$ cat config.mk
export PLATFORM = sky130hd
export DESIGN_NAME = cmc_top
export DESIGN_NICKNAME = d
export VERILOG_FILES = /design/src/cmc_pkg.sv /design/src/cmc_top.sv
export SDC_FILE = /design/constraint.sdc
export NUM_CORES = 1
export LEC_CHECK = 0
export BUFFER_PORTS_ARGS = -buffer_cell sky130_fd_sc_hd__buf_2
export CORE_UTILIZATION = 30
export CTS_CLUSTER_DIAMETER = 50
export DETAILED_ROUTE_END_ITERATION = 10
export MAX_ROUTING_LAYER = met4
export SLEW_MARGIN = 25
export SYNTH_ARGS = -nofsm -noshare
export SYNTH_HDL_FRONTEND = slang
export SYNTH_SLANG_ARGS = --single-unit
export TNS_END_PERCENT = 30
$ cat constraint.sdc
create_clock -name clk_i -period 9.82 [get_ports clk_i]
set_clock_uncertainty 0.05 [all_clocks]
set_input_delay 0.491 -clock clk_i [delete_from_list [all_inputs] [get_ports clk_i]]
set_output_delay 0.491 -clock clk_i [all_outputs]
set_load 0.01 [all_outputs]
$ cat src/cmc_pkg.sv
// Shared constants, types and codes for the configuration memory controller.
`default_nettype none
package cmc_pkg;

  // Serial test port instruction register.
  localparam int          CMC_IR_W        = 4;
  localparam logic [3:0]  CMC_IR_CAPTURE  = 4'h1;
  localparam logic [3:0]  CMC_I_SRAM_PRG  = 4'h1;
  localparam logic [3:0]  CMC_I_NV_PRG    = 4'h2;
  localparam logic [3:0]  CMC_I_NV_BG     = 4'h3;
  localparam logic [3:0]  CMC_I_REFRESH   = 4'h4;
  localparam logic [3:0]  CMC_I_SRAM_ERA  = 4'h5;
  localparam logic [3:0]  CMC_I_NV_ERA    = 4'h6;
  localparam logic [3:0]  CMC_I_SRAM_RD   = 4'h7;
  localparam logic [3:0]  CMC_I_NV_RD     = 4'h8;
  localparam logic [3:0]  CMC_I_SET_SEC   = 4'h9;
  localparam logic [3:0]  CMC_I_BYPASS    = 4'hf;

  // Configuration data word.
  localparam int          CMC_DATA_W      = 32;
  localparam logic [31:0] CMC_ZERO_WORD   = 32'h0000_0000;

  // Wishbone register map, byte addresses.
  localparam int          CMC_ADR_W       = 4;
  localparam logic [3:0]  CMC_ADR_CTRL    = 4'h0;
  localparam logic [3:0]  CMC_ADR_STAT    = 4'h4;

  // Control register fields.
  localparam int          CMC_CTRL_HOLD   = 0;
  localparam logic [1:0]  CMC_CTRL_RST    = 2'h3;

  // Status register fields.
  localparam int          CMC_ST_DONE     = 0;
  localparam int          CMC_ST_BUSY     = 1;
  localparam int          CMC_ST_OFFLINE  = 2;
  localparam int          CMC_ST_SRAM_SEC = 3;
  localparam int          CMC_ST_NV_SEC   = 4;
  localparam int          CMC_ST_OVF      = 5;

  // Held state of the user pins while the device is off line.
  localparam logic [1:0]  CMC_HOLD_HIGH   = 2'h0;
  localparam logic [1:0]  CMC_HOLD_LOW    = 2'h1;
  localparam logic [1:0]  CMC_HOLD_TRI    = 2'h2;
  localparam logic [1:0]  CMC_HOLD_KEEP   = 2'h3;

  typedef enum {
    CMC_TLR, CMC_RTI, CMC_SEL_DR, CMC_CAP_DR, CMC_SH_DR, CMC_EX1_DR, CMC_PA_DR,
    CMC_EX2_DR, CMC_UPD_DR, CMC_SEL_IR, CMC_CAP_IR, CMC_SH_IR, CMC_EX1_IR,
    CMC_PA_IR, CMC_EX2_IR, CMC_UPD_IR
  } cmc_tap_t;

  typedef enum {CMC_IDLE, CMC_LOAD, CMC_ERASE} cmc_seq_t;

  // Word queued from the test port toward a configuration memory.
  typedef struct packed {
    logic                  to_nv;
    logic [CMC_DATA_W-1:0] data;
  } cmc_word_t;

endpackage : cmc_pkg
`default_nettype wire

$ cat src/cmc_top.sv
// Configuration memory controller with serial test port, load sequencer and register slave.
`timescale 1ns/1ps
`default_nettype none

////////////////////////////////////////////////////////////////////////////////
module cmc_fifo #(
  parameter int W     = 33,
  parameter int DEPTH = 8
) (
  // Clock and reset
  input  wire logic         clk_i,
  input  wire logic         rst_i,
  input  wire logic         ce_i,
  // Fill side
  input  wire logic         in_valid_i,
  output logic              in_ready_o,
  input  wire logic [W-1:0] in_data_i,
  // Drain side
  output logic              out_valid_o,
  input  wire logic         out_ready_i,
  output logic [W-1:0]      out_data_o
);
  localparam int AW = $clog2(DEPTH);

  if (DEPTH < 2 || (DEPTH & (DEPTH - 1)) != 0)
  begin : g_bad_depth
    $error("cmc_fifo: DEPTH must be a power of two of at least 2");
  end

  logic [W-1:0] mem_q [DEPTH];
  logic [AW:0]  wp_q;
  logic [AW:0]  rp_q;
  wire          full  = (wp_q[AW] != rp_q[AW]) && (wp_q[AW-1:0] == rp_q[AW-1:0]);
  wire          empty = (wp_q == rp_q);
  wire          push  = ce_i && in_valid_i && !full;
  wire          pop   = ce_i && out_ready_i && !empty;

  assign in_ready_o  = !full;
  assign out_valid_o = !empty;
  assign out_data_o  = mem_q[rp_q[AW-1:0]];

  always_ff @(posedge clk_i)
  begin
    if (push)
    begin
      mem_q[wp_q[AW-1:0]] <= in_data_i;
    end
  end

  always_ff @(posedge clk_i)
  begin
    if (rst_i)
    begin
      wp_q <= '0;
      rp_q <= '0;
    end
    else
    begin
      if (push) wp_q <= wp_q + 1'b1;
      if (pop)  rp_q <= rp_q + 1'b1;
    end
  end
endmodule : cmc_fifo

////////////////////////////////////////////////////////////////////////////////
module cmc_top #(
  parameter int CFG_WORDS  = 16,
  parameter int FIFO_DEPTH = 8
) (
  // Clock, reset, enable
  input  wire logic                        clk_i,
  input  wire logic                        rst_i,
  input  wire logic                        ce_i,
  // Serial test port pins
  input  wire logic                        tck_i,
  input  wire logic                        tms_i,
  input  wire logic                        tdi_i,
  output logic                             tdo_o,
  output logic                             tdo_oe_o,
  // Wishbone slave
  input  wire logic                        wb_cyc_i,
  input  wire logic                        wb_stb_i,
  input  wire logic                        wb_we_i,
  input  wire logic [cmc_pkg::CMC_ADR_W-1:0] wb_adr_i,
  input  wire logic [3:0]                  wb_sel_i,
  input  wire logic [31:0]                 wb_dat_i,
  output logic [31:0]                      wb_dat_o,
  output logic                             wb_ack_o,
  // Device mode and pin control
  output logic                             user_mode_o,
  output logic                             scan_chain_sel_o,
  output logic                             io_hold_o,
  output logic [1:0]                       io_hold_mode_o,
  output logic                             cfg_done_o
);
  import cmc_pkg::*;

  localparam int PW = $clog2(CFG_WORDS);
  localparam logic [PW-1:0] LAST = PW'(CFG_WORDS - 1);

  if (CFG_WORDS < 2 || (CFG_WORDS & (CFG_WORDS - 1)) != 0)
  begin : g_bad_words
    $error("cmc_top: CFG_WORDS must be a power of two of at least 2");
  end

  //////////////////////////////////////////////////////////////////////////////
  // Pin synchronisers; the first stage feeds only the second.
  logic tck_s1_q, tck_s2_q, tck_s3_q, tms_s1_q, tms_s2_q, tdi_s1_q, tdi_s2_q;

  always_ff @(posedge clk_i)
  begin
    if (rst_i)
    begin
      // The chains reset to the idle pin levels, tck and tms high and tdi low, so no false test clock edge follows reset.
      {tck_s1_q, tck_s2_q, tck_s3_q} <= 3'h7;
      {tms_s1_q, tms_s2_q, tdi_s1_q, tdi_s2_q} <= 4'hc;
    end
    else if (ce_i)
    begin
      {tck_s1_q, tck_s2_q, tck_s3_q} <= {tck_i, tck_s1_q, tck_s2_q};
      {tms_s1_q, tms_s2_q} <= {tms_i, tms_s1_q};
      {tdi_s1_q, tdi_s2_q} <= {tdi_i, tdi_s1_q};
    end
  end

  wire tck_rise = ce_i && tck_s2_q && !tck_s3_q;
  wire tck_fall = ce_i && !tck_s2_q && tck_s3_q;

  //////////////////////////////////////////////////////////////////////////////
  // Test port controller.
  function automatic cmc_tap_t tap_next(input cmc_tap_t s, input logic m);
    unique case (s)
      CMC_TLR:    tap_next = m ? CMC_TLR    : CMC_RTI;
      CMC_RTI:    tap_next = m ? CMC_SEL_DR : CMC_RTI;
      CMC_SEL_DR: tap_next = m ? CMC_SEL_IR : CMC_CAP_DR;
      CMC_CAP_DR: tap_next = m ? CMC_EX1_DR : CMC_SH_DR;
      CMC_SH_DR:  tap_next = m ? CMC_EX1_DR : CMC_SH_DR;
      CMC_EX1_DR: tap_next = m ? CMC_UPD_DR : CMC_PA_DR;
      CMC_PA_DR:  tap_next = m ? CMC_EX2_DR : CMC_PA_DR;
      CMC_EX2_DR: tap_next = m ? CMC_UPD_DR : CMC_SH_DR;
      CMC_UPD_DR: tap_next = m ? CMC_SEL_DR : CMC_RTI;
      CMC_SEL_IR: tap_next = m ? CMC_TLR    : CMC_CAP_IR;
      CMC_CAP_IR: tap_next = m ? CMC_EX1_IR : CMC_SH_IR;
      CMC_SH_IR:  tap_next = m ? CMC_EX1_IR : CMC_SH_IR;
      CMC_EX1_IR: tap_next = m ? CMC_UPD_IR : CMC_PA_IR;
      CMC_PA_IR:  tap_next = m ? CMC_EX2_IR : CMC_PA_IR;
      CMC_EX2_IR: tap_next = m ? CMC_UPD_IR : CMC_SH_IR;
      CMC_UPD_IR: tap_next = m ? CMC_SEL_DR : CMC_RTI;
    endcase
  endfunction : tap_next

  cmc_tap_t              tap_q;
  logic [CMC_IR_W-1:0]   ir_q, ir_sh_q;
  logic [CMC_DATA_W-1:0] dr_q;
  logic                  bp_q;
  logic [PW-1:0]         rptr_q, wptr_q;
  logic [CMC_DATA_W-1:0] sram_q [CFG_WORDS];
  logic [CMC_DATA_W-1:0] nv_q   [CFG_WORDS];
  logic                  sram_sec_q, nv_sec_q;

  wire upd_ir   = tck_rise && (tap_q == CMC_UPD_IR);
  wire upd_dr   = tck_rise && (tap_q == CMC_UPD_DR);
  wire prg_ir   = (ir_q == CMC_I_SRAM_PRG) || (ir_q == CMC_I_NV_PRG) || (ir_q == CMC_I_NV_BG);
  wire rd_ir    = (ir_q == CMC_I_SRAM_RD) || (ir_q == CMC_I_NV_RD);
  wire data_ir  = prg_ir || rd_ir;
  wire rd_sram  = (ir_q == CMC_I_SRAM_RD);
  wire [CMC_DATA_W-1:0] rd_word = rd_sram ? (sram_sec_q ? CMC_ZERO_WORD : sram_q[rptr_q])
                                          : (nv_sec_q ? CMC_ZERO_WORD : nv_q[rptr_q]);

  always_ff @(posedge clk_i)
  begin
    if (rst_i)
    begin
      tap_q   <= CMC_TLR;
      ir_q    <= CMC_I_BYPASS;
      ir_sh_q <= CMC_IR_CAPTURE;
      dr_q    <= CMC_ZERO_WORD;
      bp_q    <= 1'b0;
      rptr_q  <= '0;
    end
    else if (tck_rise)
    begin
      tap_q <= tap_next(tap_q, tms_s2_q);
      unique case (tap_q)
        CMC_TLR:    ir_q    <= CMC_I_BYPASS;
        CMC_CAP_IR: ir_sh_q <= CMC_IR_CAPTURE;
        CMC_SH_IR:  ir_sh_q <= {tdi_s2_q, ir_sh_q[CMC_IR_W-1:1]};
        CMC_UPD_IR:
        begin
          ir_q   <= ir_sh_q;
          rptr_q <= '0;
        end
        CMC_CAP_DR:
        begin
          bp_q <= 1'b0;
          if (rd_ir)
          begin
            dr_q   <= rd_word;
            rptr_q <= rptr_q + 1'b1;
          end
        end
        CMC_SH_DR:
        begin
          bp_q <= tdi_s2_q;
          dr_q <= {tdi_s2_q, dr_q[CMC_DATA_W-1:1]};
        end
        default: ;
      endcase
    end
  end

  // The serial output changes on the falling test clock, as the standard requires.
  always_ff @(posedge clk_i)
  begin
    if (rst_i)
    begin
      tdo_o    <= 1'b0;
      tdo_oe_o <= 1'b0;
    end
    else if (tck_fall)
    begin
      tdo_o    <= (tap_q == CMC_SH_IR) ? ir_sh_q[0] : (data_ir ? dr_q[0] : bp_q);
      tdo_oe_o <= (tap_q == CMC_SH_IR) || (tap_q == CMC_SH_DR);
    end
  end

  //////////////////////////////////////////////////////////////////////////////
  // Word queue between the test port and the memories.
  cmc_word_t in_word, out_word;
  logic      in_ready, out_valid;
  cmc_seq_t  seq_q;
  wire       drain = (seq_q == CMC_IDLE);

  assign in_word.to_nv = (ir_q != CMC_I_SRAM_PRG);
  assign in_word.data  = dr_q;

  cmc_fifo #(.W($bits(cmc_word_t)), .DEPTH(FIFO_DEPTH)) u_fifo (
    .clk_i       (clk_i),
    .rst_i       (rst_i),
    .ce_i        (ce_i),
    .in_valid_i  (upd_dr && prg_ir),
    .in_ready_o  (in_ready),
    .in_data_i   (in_word),
    .out_valid_o (out_valid),
    .out_ready_i (drain),
    .out_data_o  (out_word)
  );

  //////////////////////////////////////////////////////////////////////////////
  // Load, refresh and erase sequencer with memory write ports.
  logic [PW-1:0] cnt_q;
  logic          era_nv_q, done_q, ovf_q;
  wire           pop      = drain && out_valid;
  wire           cmd_ok   = upd_ir && (seq_q == CMC_IDLE);
  wire           seq_end  = (seq_q != CMC_IDLE) && (cnt_q == LAST);
  wire           sram_we  = (seq_q == CMC_LOAD) || ((seq_q == CMC_ERASE) && !era_nv_q)
                            || (pop && !out_word.to_nv);
  wire [PW-1:0]  sram_wa  = (seq_q == CMC_IDLE) ? wptr_q : cnt_q;
  wire [CMC_DATA_W-1:0] sram_wd = (seq_q == CMC_LOAD) ? nv_q[cnt_q]
                                  : ((seq_q == CMC_ERASE) ? CMC_ZERO_WORD : out_word.data);
  wire           nv_we    = ((seq_q == CMC_ERASE) && era_nv_q) || (pop && out_word.to_nv);
  wire [CMC_DATA_W-1:0] nv_wd = (seq_q == CMC_ERASE) ? CMC_ZERO_WORD : out_word.data;

  always_ff @(posedge clk_i)
  begin
    if (ce_i && sram_we) sram_q[sram_wa] <= sram_wd;
    if (ce_i && nv_we)   nv_q[sram_wa]   <= nv_wd;
  end

  always_ff @(posedge clk_i)
  begin
    if (rst_i)
    begin
      seq_q      <= CMC_LOAD;
      cnt_q      <= '0;
      era_nv_q   <= 1'b0;
      done_q     <= 1'b0;
      wptr_q     <= '0;
      sram_sec_q <= 1'b0;
      nv_sec_q   <= 1'b0;
    end
    else if (ce_i)
    begin
      if (upd_ir) wptr_q <= '0;
      else if (pop) wptr_q <= wptr_q + 1'b1;
      if (pop && !out_word.to_nv && wptr_q == LAST) done_q <= 1'b1;
      if (seq_q != CMC_IDLE) cnt_q <= cnt_q + 1'b1;
      if (seq_end)
      begin
        seq_q <= CMC_IDLE;
        if (seq_q == CMC_LOAD) done_q <= 1'b1;
        else if (era_nv_q) nv_sec_q <= 1'b0;
        else sram_sec_q <= 1'b0;
      end
      else if (cmd_ok)
      begin
        cnt_q <= '0;
        if (ir_sh_q == CMC_I_REFRESH)
        begin
          seq_q  <= CMC_LOAD;
          done_q <= 1'b0;
        end
        else if (ir_sh_q == CMC_I_SRAM_ERA || ir_sh_q == CMC_I_NV_ERA)
        begin
          seq_q    <= CMC_ERASE;
          era_nv_q <= (ir_sh_q == CMC_I_NV_ERA);
          if (ir_sh_q == CMC_I_SRAM_ERA) done_q <= 1'b0;
        end
        else if (ir_sh_q == CMC_I_SET_SEC)
        begin
          sram_sec_q <= 1'b1;
          nv_sec_q   <= 1'b1;
        end
        else if (ir_sh_q == CMC_I_SRAM_PRG) done_q <= 1'b0;
      end
    end
  end

  //////////////////////////////////////////////////////////////////////////////
  // Mode outputs. Background programming and non-volatile erase keep user mode.
  wire offline = (seq_q == CMC_LOAD) || ((seq_q == CMC_ERASE) && !era_nv_q)
                 || (ir_q == CMC_I_SRAM_PRG) || (ir_q == CMC_I_NV_PRG);
  logic [1:0] hold_sel_q;

  always_ff @(posedge clk_i)
  begin
    if (rst_i)
    begin
      user_mode_o      <= 1'b0;
      scan_chain_sel_o <= 1'b0;
      io_hold_o        <= 1'b0;
      io_hold_mode_o   <= CMC_CTRL_RST;
      cfg_done_o       <= 1'b0;
    end
    else if (ce_i)
    begin
      user_mode_o      <= !offline && done_q;
      scan_chain_sel_o <= offline && (ir_q == CMC_I_NV_PRG);
      io_hold_o        <= offline;
      io_hold_mode_o   <= hold_sel_q;
      cfg_done_o       <= done_q;
    end
  end

  //////////////////////////////////////////////////////////////////////////////
  // Wishbone slave. Ack comes one cycle after the strobe and drops the next.
  wire        wb_req  = wb_cyc_i && wb_stb_i && !wb_ack_o;
  wire        wb_wr   = wb_req && wb_we_i && wb_sel_i[0];
  wire        hit_ctl = (wb_adr_i == CMC_ADR_CTRL);
  wire        hit_st  = (wb_adr_i == CMC_ADR_STAT);
  wire        ovf_set = upd_dr && prg_ir && !in_ready;
  wire        ovf_clr = wb_wr && hit_st && wb_dat_i[CMC_ST_OVF];
  wire [31:0] stat_w  = 32'(({ovf_q, nv_sec_q, sram_sec_q, offline,
                             (seq_q != CMC_IDLE), done_q}) << CMC_ST_DONE);
  wire [31:0] rd_mux  = hit_ctl ? 32'(hold_sel_q) : (hit_st ? stat_w : 32'h0000_0000);

  always_ff @(posedge clk_i)
  begin
    if (rst_i)
    begin
      wb_ack_o   <= 1'b0;
      wb_dat_o   <= 32'h0000_0000;
      hold_sel_q <= CMC_CTRL_RST;
      ovf_q      <= 1'b0;
    end
    else if (ce_i)
    begin
      wb_ack_o <= wb_req;
      wb_dat_o <= wb_req ? rd_mux : 32'h0000_0000;
      if (wb_wr && hit_ctl) hold_sel_q <= wb_dat_i[CMC_CTRL_HOLD +: 2];
      if (ovf_set) ovf_q <= 1'b1;
      else if (ovf_clr) ovf_q <= 1'b0;
    end
  end
endmodule : cmc_top
`default_nettype wire

After elaboration in Yosys (flattened, before gate mapping)
Memory sizes are Yosys's and may differ from the RTL's. A register that Yosys moved wholly into a read port is not among the register bits.
Cells that the tools add are included.
- $add $sub $neg: 5
- eq/ne operators: 44
- mux-type cells: 75
- bitwise gates (word level): 2
- reduce and logical (&&, ||, !) cells: 79
- operator list (operator ; number):
    32-bit case mux with 12 select lines ; 1
    32-bit two-way mux ; 10
    32-bit by 4-bit == test with 1-bit output, second input constant ; 9
    32-bit by 3-bit == test with 1-bit output, second input constant ; 5
    32-bit by 2-bit == test with 1-bit output, second input constant ; 3
    32-bit by 5-bit == test with 1-bit output, second input constant ; 3
    4-bit two-way mux ; 17
    32-bit logical NOT ; 2
    32-bit case mux with 2 select lines ; 1
    32-bit by 1-bit == test with 1-bit output, second input constant ; 1
    1-bit logical AND ; 32
    1-bit two-way mux ; 32
    32-bit nonzero test ; 1
    4-bit case mux with 2 select lines ; 3
    4-bit by 1-bit adder with 4-bit output, second input constant ; 5
    4-bit by 3-bit == test with 1-bit output, second input constant ; 5
    6-bit two-way mux ; 3
    4-bit == test, second input constant ; 4
    2-bit nonzero test ; 8
    7-bit AND reduction ; 2
    3-bit two-way mux ; 4
    2-bit inequality test, second input constant ; 6
    2-bit AND reduction ; 6
    1-bit logical OR ; 11
    16 further kinds ; 31
- register bits: 180
- RAM bits: 1288
- input bits: 49
- output and inout port bits: 41
- word-level logic and storage cells: 241
- memories: 3
- memories (memory ; words ; width ; read ports ; clocked after memory_dff ; wr ports ; line ; text):
    nv_q ; 16 ; 32 ; 2 ; 2 ; 1 ; cmc_top.sv:158 ; logic [CMC_DATA_W-1:0] nv_q [CFG_WORDS];
    sram_q ; 16 ; 32 ; 1 ; 1 ; 1 ; cmc_top.sv:157 ; logic [CMC_DATA_W-1:0] sram_q [CFG_WORDS];
    u_fifo.mem_q ; 8 ; 33 ; 1 ; 1 ; 1 ; cmc_top.sv:30 ; logic [W-1:0] mem_q [DEPTH];

Depth between registers and ports, before layout
- depth in word-level cells: 12
- depth in mapped cells: 9
- gate-level depth less buffers: 6

Hierarchy
Synthesis repeated with hierarchy kept, for this count alone.
- cell total of the unflattened synthesis: 3051
- area, all modules: 58743.8 um^2
- modules (own cells, without submodules) (module ; times used ; cells an instance ; area an instance (um^2) ; seq. area each (um^2)):
    cmc_top ; 1 ; 2592 ; 48218.7 ; 32671.3
    cmc_fifo ; 1 ; 459 ; 10525.1 ; 8147.8

Least setup slack after synthesis
Ideal clock, no wire load.
- path kind: input port to flip-flop
- start point: input ce_i
- end point: memory u_fifo.mem_q[0][0], enable pin
- library setup time: 0.506 ns
- arrival: 4.477 ns
- data required time: 9.264 ns
- setup slack: 4.787 ns
- stages on the path: 6
- buffers on the path: 2
- path through: buf_6 and3b_1 clkbuf_1 o2111a_1 nand2_1 nor4_1
- longest elaborated chain between the ends: 8
- ends and longest elaborated chain (element ; line ; text):
    start, declared ; cmc_top.sv:73 ; input wire logic ce_i,
    1-bit logical AND (2 in a row) ; cmc_top.sv:126 ; wire tck_rise = ce_i && tck_s2_q && !tck_s3_q;
    1-bit logical AND ; cmc_top.sv:162 ; wire upd_dr = tck_rise && (tap_q == CMC_UPD_DR);
    1-bit logical AND ; cmc_top.sv:241 ; .in_valid_i (upd_dr && prg_ir),
    1-bit logical AND (*) (2 in a row) ; cmc_top.sv:35 ; wire push = ce_i && in_valid_i && !full;
    1-bit two-way mux (*) ; cmc_top.sv:44 ; if (push)
    1-bit two-way mux (implied by the code) (*) ; cmc_top.sv:46 ; mem_q[wp_q[AW-1:0]] <= in_data_i;
    end, declared ; cmc_top.sv:30 ;
Every way passes the cells marked *; elsewhere a longest branch is shown, timed or not.

==> flow_metrics.py <==
metrics = {
    "sta": {
        "period_minus_slack_ps": 4270,
        "fin_crit_sh_pct": 43.49,
        "fin_tns_setup_ps": 0,
        "rsz0062_at_grt": "no",
        "slew_violations": 0,
        "finalSetupViolCount": 0,
        "hold_viol": 0,
        "maxSlewHeadroom_pct": 29.05,
        "timing.fmax_mhz": 234.2,
        "tightest_slew_ps": 1060,
    },
    "yosys": {
        "yosysWarningCount": 0,
        "ys_ff_latch": 1395,
        "synth_cell_types": 74,
        "yosys_most_used_dff": "edfxtp_1",
        "synth_area_um2": 58310,
        "syn_area_per_cell_um2": 19.62,
        "async_flop_share_pct": 0,
        "synth_edf_count": 1288,
        "syn_inst": 2972,
        "yosysSeqAreaShare_pct": 70.00,
    },
    "clock_network": {
        "clockBufferDepth": 3,
        "cts.clk_slew.worst_paths_ps": 60,
        "cts_made_buffers": 145,
        "clk_latency_ps": 790,
        "cts_sinks": 1395,
        "cts_tree": "built",
        "post-cts-setup-buffers": 0,
        "htreeDepth": 4,
        "cts-root-buf": "clkbuf_16",
    },
    "worst_setup_path": {
        "cp.arrival_ps": 4660,
        "worst_path_dominant_cell_family": "buffers and inverters",
        "crit_top_cell": "buf_4",
        "endpoint_kind": "flip-flop",
        "required_ps": 10210,
        "crit_chain": "buf_4, mux4_2, mux2i_1, o31ai_1, nand2_1, nor2_4, buf_4",
        "worstSetupPathType": "flip-flop to flip-flop",
        "worst-path-buf-inv": 2,
        "crit_fanout": 66,
        "start_kind": "flip-flop",
        "slowest_stage": "buf_4",
        "crit_path_max_incr_delay_ps": 720,
    },
    "final_layout": {
        "layout-drive-gt1-share_pct": 29.25,
        "layout.cells.most_common": "edfxtp_1",
        "num-nets-final": 3111,
        "syn2layout_area_growth_pct": 14.41,
        "layout_common_cells": "edfxtp_1 (1288), mux4_2 (464), nand2_1 (173), clkbuf_16 (147), dfxtp_1 (96)",
        "fin_cells": 5700,
        "final_cell_area_um2": 66720,
    },
    "global_routing": {
        "grt_pass1_vias": 30963,
        "grt_max_degree": 106,
        "antenna_found_initial": 2,
        "track_usage_pct": 15.47,
        "grt-ovfl-total": 0,
        "grt_pass1_wl_mm": 216.6,
    },
    "die": {
        "core.rowCount": 161,
        "die-area_um2": 196200,
        "die_y_um": 442.9,
        "start_util_pct": 30.25,
        "die_width_um": 442.9,
        "io_pins": 90,
        "core-area_um2": 192800,
    },
    "place": {
        "gp_congestion": 0.7899,
        "placedCellCount": 5425,
        "port_buffers": 31,
        "placed_area_um2": 61720,
        "dp_hpwl_mm": 83.22,
    },
    "pwr": {
        "p_per_area_nw_per_um2": 183.4,
        "p_leak_uw": 0.02135,
        "vdd_drop_max_mv": 0.1709,
    },
    "routing": {
        "wl_per_cell_um": 26.05,
        "drt_iter0_drc": 3245,
        "firstDrtPassIters": 7,
        "vias": 30357,
        "drc": 0,
        "viasPerCell": 5.326,
        "wirelength_mm": 148.5,
        "ant_nets": 0,
    },
    "run_status": {
        "status": "finished clean",
    },
    "min_path": {
        "hold_class": "input port to flip-flop",
    },
    "job": {
        "cap_viol_max_count": 0,
    },
}
## synthesized netlist by cell type, types with 7 or more instances
cell type	instances	share of area (%)
a2111o_1	7	0.14
a211oi_1	26	0.33
a21oi_1	60	0.51
a221oi_1	16	0.24
a22o_1	18	0.27
a22oi_1	29	0.37
a311oi_1	19	0.29
a31oi_1	8	0.086
buf_1	36	0.23
buf_2	54	0.46
buf_4	27	0.35
clkbuf_1	90	0.58
clkbuf_8	7	0.17
dfxtp_1	107	3.7
edfxtp_1	1288	66
inv_1	10	0.064
mux2_2	41	0.79
mux2i_1	65	1.1
mux4_1	16	0.72
mux4_2	464	18
nand2_1	173	1.1
nand2b_1	27	0.29
nand3_1	48	0.41
nand3b_1	7	0.090
nor2_1	111	0.71
nor2b_1	9	0.097
nor3_1	48	0.41
o21ai_0	18	0.15
o221ai_1	19	0.29
o22ai_1	11	0.12
xnor2_1	8	0.12
xor2_1	13	0.20
## power by group
part / total, uW / internal (uW) / leakage [uW] / switching, uW
clock network: 5550 / 3220 / 0.00234 / 2330
registers: 6460 / 6430 / 0.0139 / 25.3
logic: 226 / 88.6 / 0.00511 / 137
## cell type report
type,instances,area [um^2]
Inverter,12,45.04
Sequential cell,1395,40850
Antenna cell,1,2.502
Clock inverter,84,991.0
Fill cell,17730,126100
Tap cell,2526,3161
Timing Repair Buffer,136,1018
Multi-Input combinational cell,1367,16790
Clock buffer,179,3859
## registers in the layout (all words and copies together) (netlist names), 6 cells and up, named ones only
signal / cells
sram_q: 512
u_fifo.mem_q: 264
nv_q: 512
wb_dat_o: 6
dr_q: 32
## logic make-up (layout without fill, tap and decap cells)
logic type	after synthesis	in the layout	share of synthesized area, %
AO/OA/AOI/OAI	264	264	3.326
XOR/XNOR	21	21	0.3154
adder cells (fa/ha/maj)	5	5	0.1073
buffers and inverters	235	411	2.019
flip-flops	1395	1395	70.00
multiplexers	586	586	20.55
other	1	27	0.006431
AND/OR/NAND/NOR	465	465	3.680
## worst paths after layout
check	slack [ps]	endpoint	startpoint	cells after the start
setup / recovery	5550	nv_q[0][6]$_DFFE_PP_	flip-flop	7
hold / removal	60	wb_dat_o[0]$_SDFFE_PP0P_	wb_adr_i[1]	4
setup reg to reg	5550	nv_q[0][6]$_DFFE_PP_	flip-flop	7
hold reg to reg	410	scan_chain_sel_o$_SDFFE_PP0P_	scan_chain_sel_o$_SDFFE_PP0P_	2
## per-stage QoR
stage / worst slack [ps] / utilization [%] / hold WS (ps) / power, uW
floorplan: 4787 / - / 391.3 / 6737
global placement: 5390 / 32.02 / 399.2 / 6810
detailed placement: 5381 / 32.02 / 410.3 / 6812
CTS: 5398 / 34.58 / 0.9226 / 12350
global route: 5241 / 34.61 / 55.73 / 12580
finish: 5550 / 34.61 / 58.61 / 12240
## worst reg2reg max path: cells and delay by family, from the launching register on
kind	cells	cell delay, ps
muxes	2	570
buffers and inverters	2	1200
AOI/OAI and AO/OA	1	630
DFF	1	330
and+or+nand+nor	2	1140
## per-layer routing
metal  wire length, um  share of wire (%)  vias to the layer above  GRT usage (%)
met4              3208                2.2                        0          4.156
met1             63880                 43                    16428          20.85
met2             70290                 47                     1160          24.02
met5                 0                  0                        -              -
met3             11090                7.5                      208          2.852
li1                  -                  -                    12561              -
## timing repair
| action | in CTS | in global routing |
|---|---|---|
| gates resized for setup | 0 | 0 |
| hold buffers | 10 | 0 |
| hold endpoints to repair | 7 | 0 |
(Power assumes the default switching activity.)
